<file path="src/standby_pkg.sv">
`default_nettype none
package standby_pkg;

  // ****************************************
  // Register offsets (byte addresses)
  // ****************************************
  localparam logic [7:0] OFF_STANDBY_CONTROL = 8'h00;
  localparam logic [7:0] OFF_WATCHDOG_CONTROL = 8'h04;
  localparam logic [7:0] OFF_WATCHDOG_RESET_CONTROL = 8'h08;
  localparam logic [7:0] OFF_WATCHDOG_COUNT = 8'h0C;
  localparam logic [7:0] OFF_INTERRUPT_CONTROL = 8'h10;
  localparam logic [7:0] OFF_STANDBY_STATUS = 8'h14;

  // ****************************************
  // Field positions
  // ****************************************
  localparam int POS_STANDBY_SELECT = 7;
  localparam int POS_PORT_FLOAT = 6;
  localparam int POS_WDT_OVERFLOW = 7;
  localparam int POS_WDT_MODE = 6;
  localparam int POS_WDT_RUN = 5;
  localparam int POS_WAKE_EDGE = 0;
  localparam int POS_STAT_STANDBY = 0;
  localparam int POS_STAT_WAKING = 1;
  localparam int POS_STAT_DMA_UNDEF = 2;

  // ****************************************
  // Reset values
  // ****************************************
  localparam logic [7:0] RST_STANDBY_CONTROL = 8'h1F;
  localparam logic [4:0] STANDBY_CONTROL_ONES = 5'h1F;
  localparam logic [7:0] RST_WATCHDOG_RESET_CONTROL = 8'h00;
  localparam logic [2:0] RST_WATCHDOG_CLOCK_SELECT = 3'h0;

  // ****************************************
  // Bus answers
  // ****************************************
  localparam logic [1:0] RESP_OKAY = 2'h0;
  localparam logic [1:0] RESP_SLVERR = 2'h2;

  // ****************************************
  // Watchdog prescaler
  // ****************************************
  localparam int PRESCALE_WIDTH = 16;
  localparam int COUNT_WIDTH = 8;

  // ****************************************
  // Power phases
  // ****************************************
  typedef enum logic [2:0] {
    PHASE_RUN = 3'b001,
    PHASE_STANDBY = 3'b010,
    PHASE_WAKE = 3'b100
  } standby_phase_type;

endpackage : standby_pkg
`default_nettype wire

</file>
<file path="src/standby_mode_controller.sv">
// Summary of operation
// - Sleep with standby bit set enters standby
// - Standby stops clock, CPU and peripherals
// - CPU registers and RAM are held
// - Ports held or floated per select bit
// - Entry leaves retained controllers' registers untouched
// - Entry reinitialises DMA channel and operation control
// - DMA address and count become undefined
// - Entry reinitialises timers, serial unit, converter
// - Entry clears watchdog flags, keeps select, count
// - Only NMI or power-on reset end standby
// - NMI edge restarts oscillator, clocks watchdog only
// - Watchdog overflow resumes chip, starts NMI exception
// - Reset pin low ends standby by reset
// - Float select 0 holds, 1 floats pins
// - Standby bit refused while watchdog runs
// - Edge select 0 falling, 1 rising
`timescale 1ns/1ps
`default_nettype none
module standby_mode_controller #(
  parameter int ADDR_WIDTH = 8
) (
  // Clock, reset, enable
  input wire logic aclk,
  input wire logic aresetn,
  input wire logic clk_en,
  // AXI4-Lite write address
  input wire logic awvalid,
  output logic awready,
  input wire logic [ADDR_WIDTH-1:0] awaddr,
  input wire logic [2:0] awprot,
  // AXI4-Lite write data
  input wire logic wvalid,
  output logic wready,
  input wire logic [31:0] wdata,
  input wire logic [3:0] wstrb,
  // AXI4-Lite write response
  output logic bvalid,
  input wire logic bready,
  output logic [1:0] bresp,
  // AXI4-Lite read address
  input wire logic arvalid,
  output logic arready,
  input wire logic [ADDR_WIDTH-1:0] araddr,
  input wire logic [2:0] arprot,
  // AXI4-Lite read data
  output logic rvalid,
  input wire logic rready,
  output logic [31:0] rdata,
  output logic [1:0] rresp,
  // CPU side
  input wire logic sleep_exec,
  output logic cpu_halt,
  output logic reg_retain,
  output logic nmi_exception,
  // Pins
  input wire logic nmi_pin,
  input wire logic reset_pin_n,
  // Clock gating
  output logic osc_enable,
  output logic sys_clock_enable,
  output logic wdt_clock_enable,
  // Port state
  output logic port_hold,
  output logic port_float,
  // Peripheral effects
  output logic dma_ctrl_reinit,
  output logic dma_addr_undefined,
  output logic periph_reinit,
  output logic power_on_reset
);

  // ****************************************
  // State
  // ****************************************
  typedef struct packed {
    standby_pkg::standby_phase_type phase;
    logic standby_select_bit;
    logic port_float_select;
    logic wake_edge_select;
    logic watchdog_overflow_flag;
    logic watchdog_timer_mode_select;
    logic watchdog_run_enable;
    logic [2:0] watchdog_clock_select;
    logic [7:0] watchdog_reset_control;
    logic res_meta;
    logic res_sync;
    logic nmi_meta;
    logic nmi_sync;
    logic nmi_prev;
    logic aw_got;
    logic w_got;
    logic [ADDR_WIDTH-1:0] aw_addr;
    logic [7:0] w_data;
    logic w_lane0;
    logic awready;
    logic wready;
    logic bvalid;
    logic [1:0] bresp;
    logic arready;
    logic rvalid;
    logic [31:0] rdata;
    logic [1:0] rresp;
    logic cpu_halt;
    logic reg_retain;
    logic nmi_exception;
    logic osc_enable;
    logic sys_clock_enable;
    logic wdt_clock_enable;
    logic port_hold;
    logic port_float;
    logic dma_ctrl_reinit;
    logic dma_addr_undefined;
    logic periph_reinit;
    logic power_on_reset;
  } ctrl_state_type;

  ctrl_state_type st;
  ctrl_state_type n;

  logic [7:0] wdt_count;
  logic wdt_overflow;
  logic wdt_count_enable;
  logic wdt_clear;
  logic wdt_load;
  logic reg_write;
  logic nmi_edge;

  // ****************************************
  // Helpers
  // ****************************************
  function automatic logic hits(input logic [ADDR_WIDTH-1:0] a, input logic [7:0] off);
    return a[ADDR_WIDTH-1:2] == (ADDR_WIDTH-2)'(ADDR_WIDTH'(off) >> 2);
  endfunction : hits

  function automatic logic [32:0] read_word(input logic [ADDR_WIDTH-1:0] a,
                                            input ctrl_state_type s,
                                            input logic [7:0] count);
    logic [32:0] r;
    r = '0;
    if (hits(a, standby_pkg::OFF_STANDBY_CONTROL)) begin
      r[7:0] = {s.standby_select_bit, s.port_float_select, 1'b0,
                standby_pkg::STANDBY_CONTROL_ONES};
    end else if (hits(a, standby_pkg::OFF_WATCHDOG_CONTROL)) begin
      r[7:0] = {s.watchdog_overflow_flag, s.watchdog_timer_mode_select,
                s.watchdog_run_enable, 2'h0, s.watchdog_clock_select};
    end else if (hits(a, standby_pkg::OFF_WATCHDOG_RESET_CONTROL)) begin
      r[7:0] = s.watchdog_reset_control;
    end else if (hits(a, standby_pkg::OFF_WATCHDOG_COUNT)) begin
      r[7:0] = count;
    end else if (hits(a, standby_pkg::OFF_INTERRUPT_CONTROL)) begin
      r[standby_pkg::POS_WAKE_EDGE] = s.wake_edge_select;
    end else if (hits(a, standby_pkg::OFF_STANDBY_STATUS)) begin
      r[standby_pkg::POS_STAT_STANDBY] = s.phase == standby_pkg::PHASE_STANDBY;
      r[standby_pkg::POS_STAT_WAKING] = s.phase == standby_pkg::PHASE_WAKE;
      r[standby_pkg::POS_STAT_DMA_UNDEF] = s.dma_addr_undefined;
    end else begin
      r[32] = 1'b1;
    end
    return r;
  endfunction : read_word

  // ****************************************
  // Watchdog counter
  // ****************************************
  assign wdt_count_enable = (st.phase == standby_pkg::PHASE_WAKE) ||
                            (st.phase == standby_pkg::PHASE_RUN && st.watchdog_run_enable);
  assign wdt_clear = !st.res_sync;
  assign reg_write = st.aw_got && st.w_got && !st.bvalid;
  assign wdt_load = reg_write && st.w_lane0 && hits(st.aw_addr, standby_pkg::OFF_WATCHDOG_COUNT);
  // Pin levels held across entry and resume make the selected edge real
  assign nmi_edge = st.wake_edge_select ? (st.nmi_sync && !st.nmi_prev) :
                                          (!st.nmi_sync && st.nmi_prev);

  watchdog_counter u_wdt (
    .aclk(aclk),
    .aresetn(aresetn),
    .clk_en(clk_en),
    .count_enable(wdt_count_enable),
    .clear(wdt_clear),
    .load(wdt_load),
    .load_value(st.w_data),
    .watchdog_clock_select(st.watchdog_clock_select),
    .watchdog_count(wdt_count),
    .overflow(wdt_overflow)
  );

  // ****************************************
  // Next state
  // ****************************************
  always_comb begin
    logic [32:0] rd;
    rd = '0;
    n = st;
    n.res_meta = reset_pin_n;
    n.res_sync = st.res_meta;
    n.nmi_meta = nmi_pin;
    n.nmi_sync = st.nmi_meta;
    n.nmi_prev = st.nmi_sync;
    n.dma_ctrl_reinit = 1'b0;
    n.periph_reinit = 1'b0;
    n.nmi_exception = 1'b0;
    n.power_on_reset = 1'b0;

    // Bus: address and data taken in either order
    if (awvalid && st.awready) begin
      n.aw_got = 1'b1;
      n.aw_addr = awaddr;
    end
    if (wvalid && st.wready) begin
      n.w_got = 1'b1;
      n.w_data = wdata[7:0];
      n.w_lane0 = wstrb[0];
    end
    if (st.bvalid && bready) begin
      n.bvalid = 1'b0;
    end
    if (reg_write) begin
      n.aw_got = 1'b0;
      n.w_got = 1'b0;
      n.bvalid = 1'b1;
      rd = read_word(st.aw_addr, st, wdt_count);
      n.bresp = rd[32] ? standby_pkg::RESP_SLVERR : standby_pkg::RESP_OKAY;
      if (st.w_lane0) begin
        if (hits(st.aw_addr, standby_pkg::OFF_STANDBY_CONTROL) && !st.watchdog_run_enable) begin
          n.standby_select_bit = st.w_data[standby_pkg::POS_STANDBY_SELECT];
          n.port_float_select = st.w_data[standby_pkg::POS_PORT_FLOAT];
        end
        if (hits(st.aw_addr, standby_pkg::OFF_WATCHDOG_CONTROL)) begin
          if (!st.w_data[standby_pkg::POS_WDT_OVERFLOW]) begin
            n.watchdog_overflow_flag = 1'b0;
          end
          n.watchdog_timer_mode_select = st.w_data[standby_pkg::POS_WDT_MODE];
          n.watchdog_run_enable = st.w_data[standby_pkg::POS_WDT_RUN];
          n.watchdog_clock_select = st.w_data[2:0];
        end
        if (hits(st.aw_addr, standby_pkg::OFF_WATCHDOG_RESET_CONTROL)) begin
          n.watchdog_reset_control = st.w_data;
        end
        if (hits(st.aw_addr, standby_pkg::OFF_INTERRUPT_CONTROL)) begin
          n.wake_edge_select = st.w_data[standby_pkg::POS_WAKE_EDGE];
        end
      end
    end
    if (arvalid && st.arready) begin
      rd = read_word(araddr, st, wdt_count);
      n.rvalid = 1'b1;
      n.rdata = rd[31:0];
      n.rresp = rd[32] ? standby_pkg::RESP_SLVERR : standby_pkg::RESP_OKAY;
    end else if (st.rvalid && rready) begin
      n.rvalid = 1'b0;
    end

    // Overflow while running; set wins over clear
    if (st.phase == standby_pkg::PHASE_RUN && wdt_overflow) begin
      n.watchdog_overflow_flag = 1'b1;
    end

    // Power phases
    unique case (st.phase)
      standby_pkg::PHASE_RUN: begin
        if (sleep_exec && st.standby_select_bit) begin
          n.phase = standby_pkg::PHASE_STANDBY;
          n.dma_ctrl_reinit = 1'b1;
          n.dma_addr_undefined = 1'b1;
          n.periph_reinit = 1'b1;
          // Select field and count stay as they are
          n.watchdog_overflow_flag = 1'b0;
          n.watchdog_timer_mode_select = 1'b0;
          n.watchdog_run_enable = 1'b0;
          n.watchdog_reset_control = standby_pkg::RST_WATCHDOG_RESET_CONTROL;
          // Control, edge select and float select kept as they are
        end
      end
      standby_pkg::PHASE_STANDBY: begin
        if (nmi_edge) begin
          n.phase = standby_pkg::PHASE_WAKE;
        end
      end
      standby_pkg::PHASE_WAKE: begin
        if (wdt_overflow) begin
          n.phase = standby_pkg::PHASE_RUN;
          n.nmi_exception = 1'b1;
        end
      end
      default: begin
        n.phase = standby_pkg::PHASE_RUN;
      end
    endcase

    // Reset pin acts as power-on reset
    if (!st.res_sync) begin
      n.phase = standby_pkg::PHASE_RUN;
      n.power_on_reset = 1'b1;
      n.standby_select_bit = standby_pkg::RST_STANDBY_CONTROL[standby_pkg::POS_STANDBY_SELECT];
      n.port_float_select = standby_pkg::RST_STANDBY_CONTROL[standby_pkg::POS_PORT_FLOAT];
      n.wake_edge_select = 1'b0;
      n.watchdog_overflow_flag = 1'b0;
      n.watchdog_timer_mode_select = 1'b0;
      n.watchdog_run_enable = 1'b0;
      n.watchdog_clock_select = standby_pkg::RST_WATCHDOG_CLOCK_SELECT;
      n.watchdog_reset_control = standby_pkg::RST_WATCHDOG_RESET_CONTROL;
      n.dma_addr_undefined = 1'b0;
      n.dma_ctrl_reinit = 1'b0;
      n.periph_reinit = 1'b0;
      n.nmi_exception = 1'b0;
    end

    // Outputs follow the phase being entered
    n.sys_clock_enable = n.phase == standby_pkg::PHASE_RUN;
    n.cpu_halt = n.phase != standby_pkg::PHASE_RUN;
    n.reg_retain = n.phase != standby_pkg::PHASE_RUN;
    n.osc_enable = n.phase != standby_pkg::PHASE_STANDBY;
    n.wdt_clock_enable = n.phase != standby_pkg::PHASE_STANDBY;
    n.port_float = n.reg_retain && n.port_float_select;
    n.port_hold = n.reg_retain && !n.port_float_select;
    n.awready = !n.aw_got && !n.bvalid;
    n.wready = !n.w_got && !n.bvalid;
    n.arready = !n.rvalid;
  end

  always_ff @(posedge aclk) begin
    if (!aresetn) begin
      st <= '0;
      st.phase <= standby_pkg::PHASE_RUN;
    end else if (clk_en) begin
      st <= n;
    end
  end

  // ****************************************
  // Outputs
  // ****************************************
  assign awready = st.awready;
  assign wready = st.wready;
  assign bvalid = st.bvalid;
  assign bresp = st.bresp;
  assign arready = st.arready;
  assign rvalid = st.rvalid;
  assign rdata = st.rdata;
  assign rresp = st.rresp;
  assign cpu_halt = st.cpu_halt;
  assign reg_retain = st.reg_retain;
  assign nmi_exception = st.nmi_exception;
  assign osc_enable = st.osc_enable;
  assign sys_clock_enable = st.sys_clock_enable;
  assign wdt_clock_enable = st.wdt_clock_enable;
  assign port_hold = st.port_hold;
  assign port_float = st.port_float;
  assign dma_ctrl_reinit = st.dma_ctrl_reinit;
  assign dma_addr_undefined = st.dma_addr_undefined;
  assign periph_reinit = st.periph_reinit;
  assign power_on_reset = st.power_on_reset;
endmodule : standby_mode_controller
`default_nettype wire

</file>
<file path="src/watchdog_counter.sv">
`timescale 1ns/1ps
`default_nettype none
module watchdog_counter #(
  parameter int PRESCALE_WIDTH = standby_pkg::PRESCALE_WIDTH,
  parameter int COUNT_WIDTH = standby_pkg::COUNT_WIDTH
) (
  // Clock and reset
  input wire logic aclk,
  input wire logic aresetn,
  input wire logic clk_en,
  // Control
  input wire logic count_enable,
  input wire logic clear,
  input wire logic load,
  input wire logic [COUNT_WIDTH-1:0] load_value,
  input wire logic [2:0] watchdog_clock_select,
  // Result
  output logic [COUNT_WIDTH-1:0] watchdog_count,
  output logic overflow
);

  typedef struct packed {
    logic [PRESCALE_WIDTH-1:0] prescale;
    logic [COUNT_WIDTH-1:0] count;
    logic overflow;
  } wdt_state_type;

  wdt_state_type st;
  wdt_state_type n;

  // Tick divides by 2, 8, 32 ... as the select grows
  function automatic logic [PRESCALE_WIDTH-1:0] tick_mask(input logic [2:0] sel);
    logic [PRESCALE_WIDTH:0] one;
    one = (PRESCALE_WIDTH+1)'(1) << (5'(sel) * 5'd2 + 5'd1);
    return PRESCALE_WIDTH'(one - (PRESCALE_WIDTH+1)'(1));
  endfunction : tick_mask

  always_comb begin
    logic [PRESCALE_WIDTH-1:0] mask;
    mask = tick_mask(watchdog_clock_select);
    n = st;
    n.overflow = 1'b0;
    if (clear) begin
      n.prescale = '0;
      n.count = '0;
    end else if (load) begin
      n.count = load_value;
    end else if (count_enable) begin
      n.prescale = st.prescale + PRESCALE_WIDTH'(1);
      if ((st.prescale & mask) == mask) begin
        n.count = st.count + COUNT_WIDTH'(1);
        n.overflow = &st.count;
      end
    end
  end

  always_ff @(posedge aclk) begin
    if (!aresetn) begin
      st <= '0;
    end else if (clk_en) begin
      st <= n;
    end
  end

  assign watchdog_count = st.count;
  assign overflow = st.overflow;

endmodule : watchdog_counter
`default_nettype wire
</file>
<file path="config.mk">
export PLATFORM = sky130hd
export DESIGN_NAME = standby_mode_controller
export DESIGN_NICKNAME = d
export VERILOG_FILES = /design/src/standby_pkg.sv /design/src/standby_mode_controller.sv /design/src/watchdog_counter.sv
export SDC_FILE = /design/constraint.sdc
export NUM_CORES = 1
export LEC_CHECK = 0
export BUFFER_PORTS_ARGS = -buffer_cell sky130_fd_sc_hd__buf_2
export CORE_MARGIN = 2
export CORE_UTILIZATION = 45
export CTS_CLUSTER_DIAMETER = 50
export CTS_CLUSTER_SIZE = 20
export DETAILED_ROUTE_END_ITERATION = 8
export PLACE_DENSITY = 0.82
export REMOVE_ABC_BUFFERS = 1
export SLEW_MARGIN = 20
export SYNTH_ARGS = -nofsm -noshare
export SYNTH_HDL_FRONTEND = slang
export SYNTH_SLANG_ARGS = --single-unit
export TNS_END_PERCENT = 5
</file>
<file path="constraint.sdc">
create_clock -name aclk -period 2.6 [get_ports aclk]
set_input_delay 0.52 -clock aclk [delete_from_list [all_inputs] [get_ports aclk]]
set_output_delay 0.52 -clock aclk [all_outputs]
set_load 0.005 [all_outputs]
</file>
==> results.txt <==
die area: 11,000 µm²
CTS Buffer Depth: 2
M1 wire length: 4940 µm
Post-Syn Instances: 558
Critical Path AT: 2.45 ns
total power per unit cell area: 520 nW/µm²
H-Tree Level Count: 3
final net count: 674
die span in y: 105 µm
post-route clock period utilization: 0.845
root buffer cell: clkbuf_8
Core Box Area: 9820 µm²
CTS buffer count: 9
Setup Viol. Count Final: 0
top cells by area, synth: dfxtp_1, mux2i_1, buf_4, nor2_1, nand2_1
reg2reg setup slack: 0.40 ns
max-slew violations: 0
vias in the first global route: 3,993
Syn Area/Cell: 8.21 µm²
Clock Skew: 0.0145 ns
Leak: 1.93 nW
final core occ: 0.515
Vias per Instance: 5.70
DP HPWL: 8330 µm
pin count of the biggest net entering global routing: 23
routed length on met2: 5320 µm
total clock sinks: 90
# Max-Cap Violations: 0
number of synthesized flops with an enable pin: 0
FP Rows: 36
post-route minimum period: 2.20 ns
synth unique cells: 62
setup tns final: 0 ns
status: finished clean
most frequent cells after synthesis: dfxtp_1, nor2_1, nand2_1, a21oi_1, buf_4
diode count: 0
I/O pin cnt: 122
warnings from Yosys: 0
highest routed layer: met4
crit path launch type: register
WHS Endpoint: st[61]$_SDFFE_PN0P_
cell count of the worst hold path: 3
Worst Hold Class: in2reg
R2R Path End: st[89]$_SDFFE_PN0P_
I/O Buffers: 58
Seq cells post-synth: 90
fmax: 455 MHz
fillcell total: 965
share of Yosys cell area claimed by the top area cell type: 0.393
Post-CTS Resized: 0
CTS tree: done
Total Routing Usage GR: 0.212
critical path class: reg2reg
Post-synth top flop: dfxtp_1
CP Max Fanout: 8
Worst R2R Start: st[68]$_SDFFE_PN0P_
Pwr Total: 0.00263 W
drt initial violations: 327
most common cell in the netlist: dfxtp_1
first-pass GRT wire length: 19,200 µm
area grow syn2layout: 10.3%
reg2reg path depth: 6
Multi-input gate area: 2400 µm²
grt ovf: 0
share of layout cells above drive strength 1: 0.181
wire length per cell: 15.5 µm
Routed Wire Length: 11,500 µm
GPL Wtd Cong: 0.909
area leader, netlist: dfxtp_1
Pre-antenna DRT Iters: 5
Setup crit end kind: register
Initial Utilization: 0.466
Setup Buffers After CTS: 0
Die Wd: 105 µm
Routed Antenna Nets: 0
hold bufs inserted after CTS: 0
HP Start: wdata[7]
worst endpoint required time: 2.86 ns
DRC viols: 0
Netlist Area Pre-Place: 4580 µm²
worst skew pair latency: 0.36 ns
sequential area share after synthesis: 0.393
worst-margin pin slew: 0.687 ns
Reg clk slew, reported paths: 0.09 ns
post-synthesis async set-or-reset flop share: 0
final hold violations: 0
initial antenna violation count: 0
Slew HR: 0.540
DR WL met3: 1050 µm
register area: 1800 µm²
VDD IR max: 0.329 mV
RSZ-0062 raised after global routing: false
Vias: 4,224
==> metrics by stage <==
| stage | setup slack (ns) | hold slack, ns | cell area, µm² | std cells |
|---|---|---|---|---|
| floorplan | 0.523 | 0.437 | 4290 | 521 |
| global placement | 0.450 | 0.442 | 4840 | 725 |
| detailed placement | 0.419 | 0.453 | 4840 | 725 |
| CTS | 0.408 | 0.384 | 5050 | 741 |
| global route | 0.282 | 0.386 | 5050 | 741 |
| finish | 0.403 | 0.386 | 5050 | 741 |
==> cell families (layout without fill, tap and decap cells) <==
| group | count (synthesis) | in the layout | share of synthesized area |
|---|---|---|---|
| AO/OA/AOI/OAI | 125 | 125 | 0.175 |
| XOR/XNOR | 5 | 5 | 0.00956 |
| adder cells (fa/ha/maj) | 2 | 2 | 0.00546 |
| buffers and inverters | 84 | 109 | 0.103 |
| flip-flops | 90 | 90 | 0.393 |
| multiplexers | 34 | 34 | 0.0803 |
| other | 1 | 26 | 0.000819 |
| AND/OR/NAND/NOR | 217 | 217 | 0.233 |
==> worst max-delay path by stage <==
| stage | start | slack (ns) | cells after the start | endpoint |
|---|---|---|---|---|
| 5_1_grt | st[68]$_SDFFE_PN0P_ | 0.28 | 6 | st[89]$_SDFFE_PN0P_ |
| 4_1_cts | st[68]$_SDFFE_PN0P_ | 0.41 | 6 | st[89]$_SDFFE_PN0P_ |
| 3_3_place_gp | st[68]$_SDFFE_PN0P_ | 0.45 | 6 | st[88]$_SDFFE_PN0P_ |
| 3_5_place_dp | st[68]$_SDFFE_PN0P_ | 0.42 | 6 | st[88]$_SDFFE_PN0P_ |
| 2_1_floorplan | st[68]$_SDFFE_PN0P_ | 0.52 | 6 | st[88]$_SDFFE_PN0P_ |
| 6_report | st[68]$_SDFFE_PN0P_ | 0.40 | 6 | st[89]$_SDFFE_PN0P_ |
==> where the power goes <==
part	switching, W	internal [W]	total, W
combinational	0.000123	0.0000717	0.000195
sequential	0.0000216	0.00140	0.00142
clock	0.000491	0.000522	0.00101
==> critical path: stages (launching register included) <==
cell and delay [ns]:
dfxtp_1 0.32, or3_4 0.41, or2_1 0.36, or4b_4 0.60
nor2_8 0.14, mux2i_1 0.22, nor2_2 0.04
==> layout by cell type (no fill, tap or decap), types with 4 or more instances in the layout <==
cell / n
a211oi_1: 8
a21oi_1: 44
a22oi_1: 12
a31oi_1: 4
and3_1: 4
buf_2: 58
buf_4: 13
clkbuf_8: 12
conb_1: 26
dfxtp_1: 90
inv_1: 21
mux2i_1: 30
nand2_1: 61
nand2b_1: 4
nand3_1: 21
nand4_1: 7
nor2_1: 69
nor3_1: 11
nor3b_1: 4
nor4_1: 4
o2111ai_1: 5
o21a_1: 5
o21ai_0: 20
o221a_2: 5
o22ai_1: 4
o31ai_1: 4
xor2_1: 5
==> flip-flops by register name, indices dropped and copies added, names as in the netlist, 3 cells and up <==
signal,cells
st,39
u_wdt.st,15
rdata,8
u_wdt.watchdog_count,8
n,3
==> per-layer routing <==
layer / up-vias / track usage
li1: 2001 / -
met5: - / 0
met2: 206 / 0.354
met3: 22 / 0.0493
met1: 1995 / 0.277
met4: 0 / 0.0505
==> area by class of cell <==
class,count,share of cell area
multi-input cells,409,0.475
flip-flops and latches,90,0.357
repair buffers,71,0.0768
well taps,133,0.0329
clock buffers,12,0.0327
inverters,22,0.0163
clock inverters,4,0.00966
Note: power is estimated with default switching activity, not from simulation.
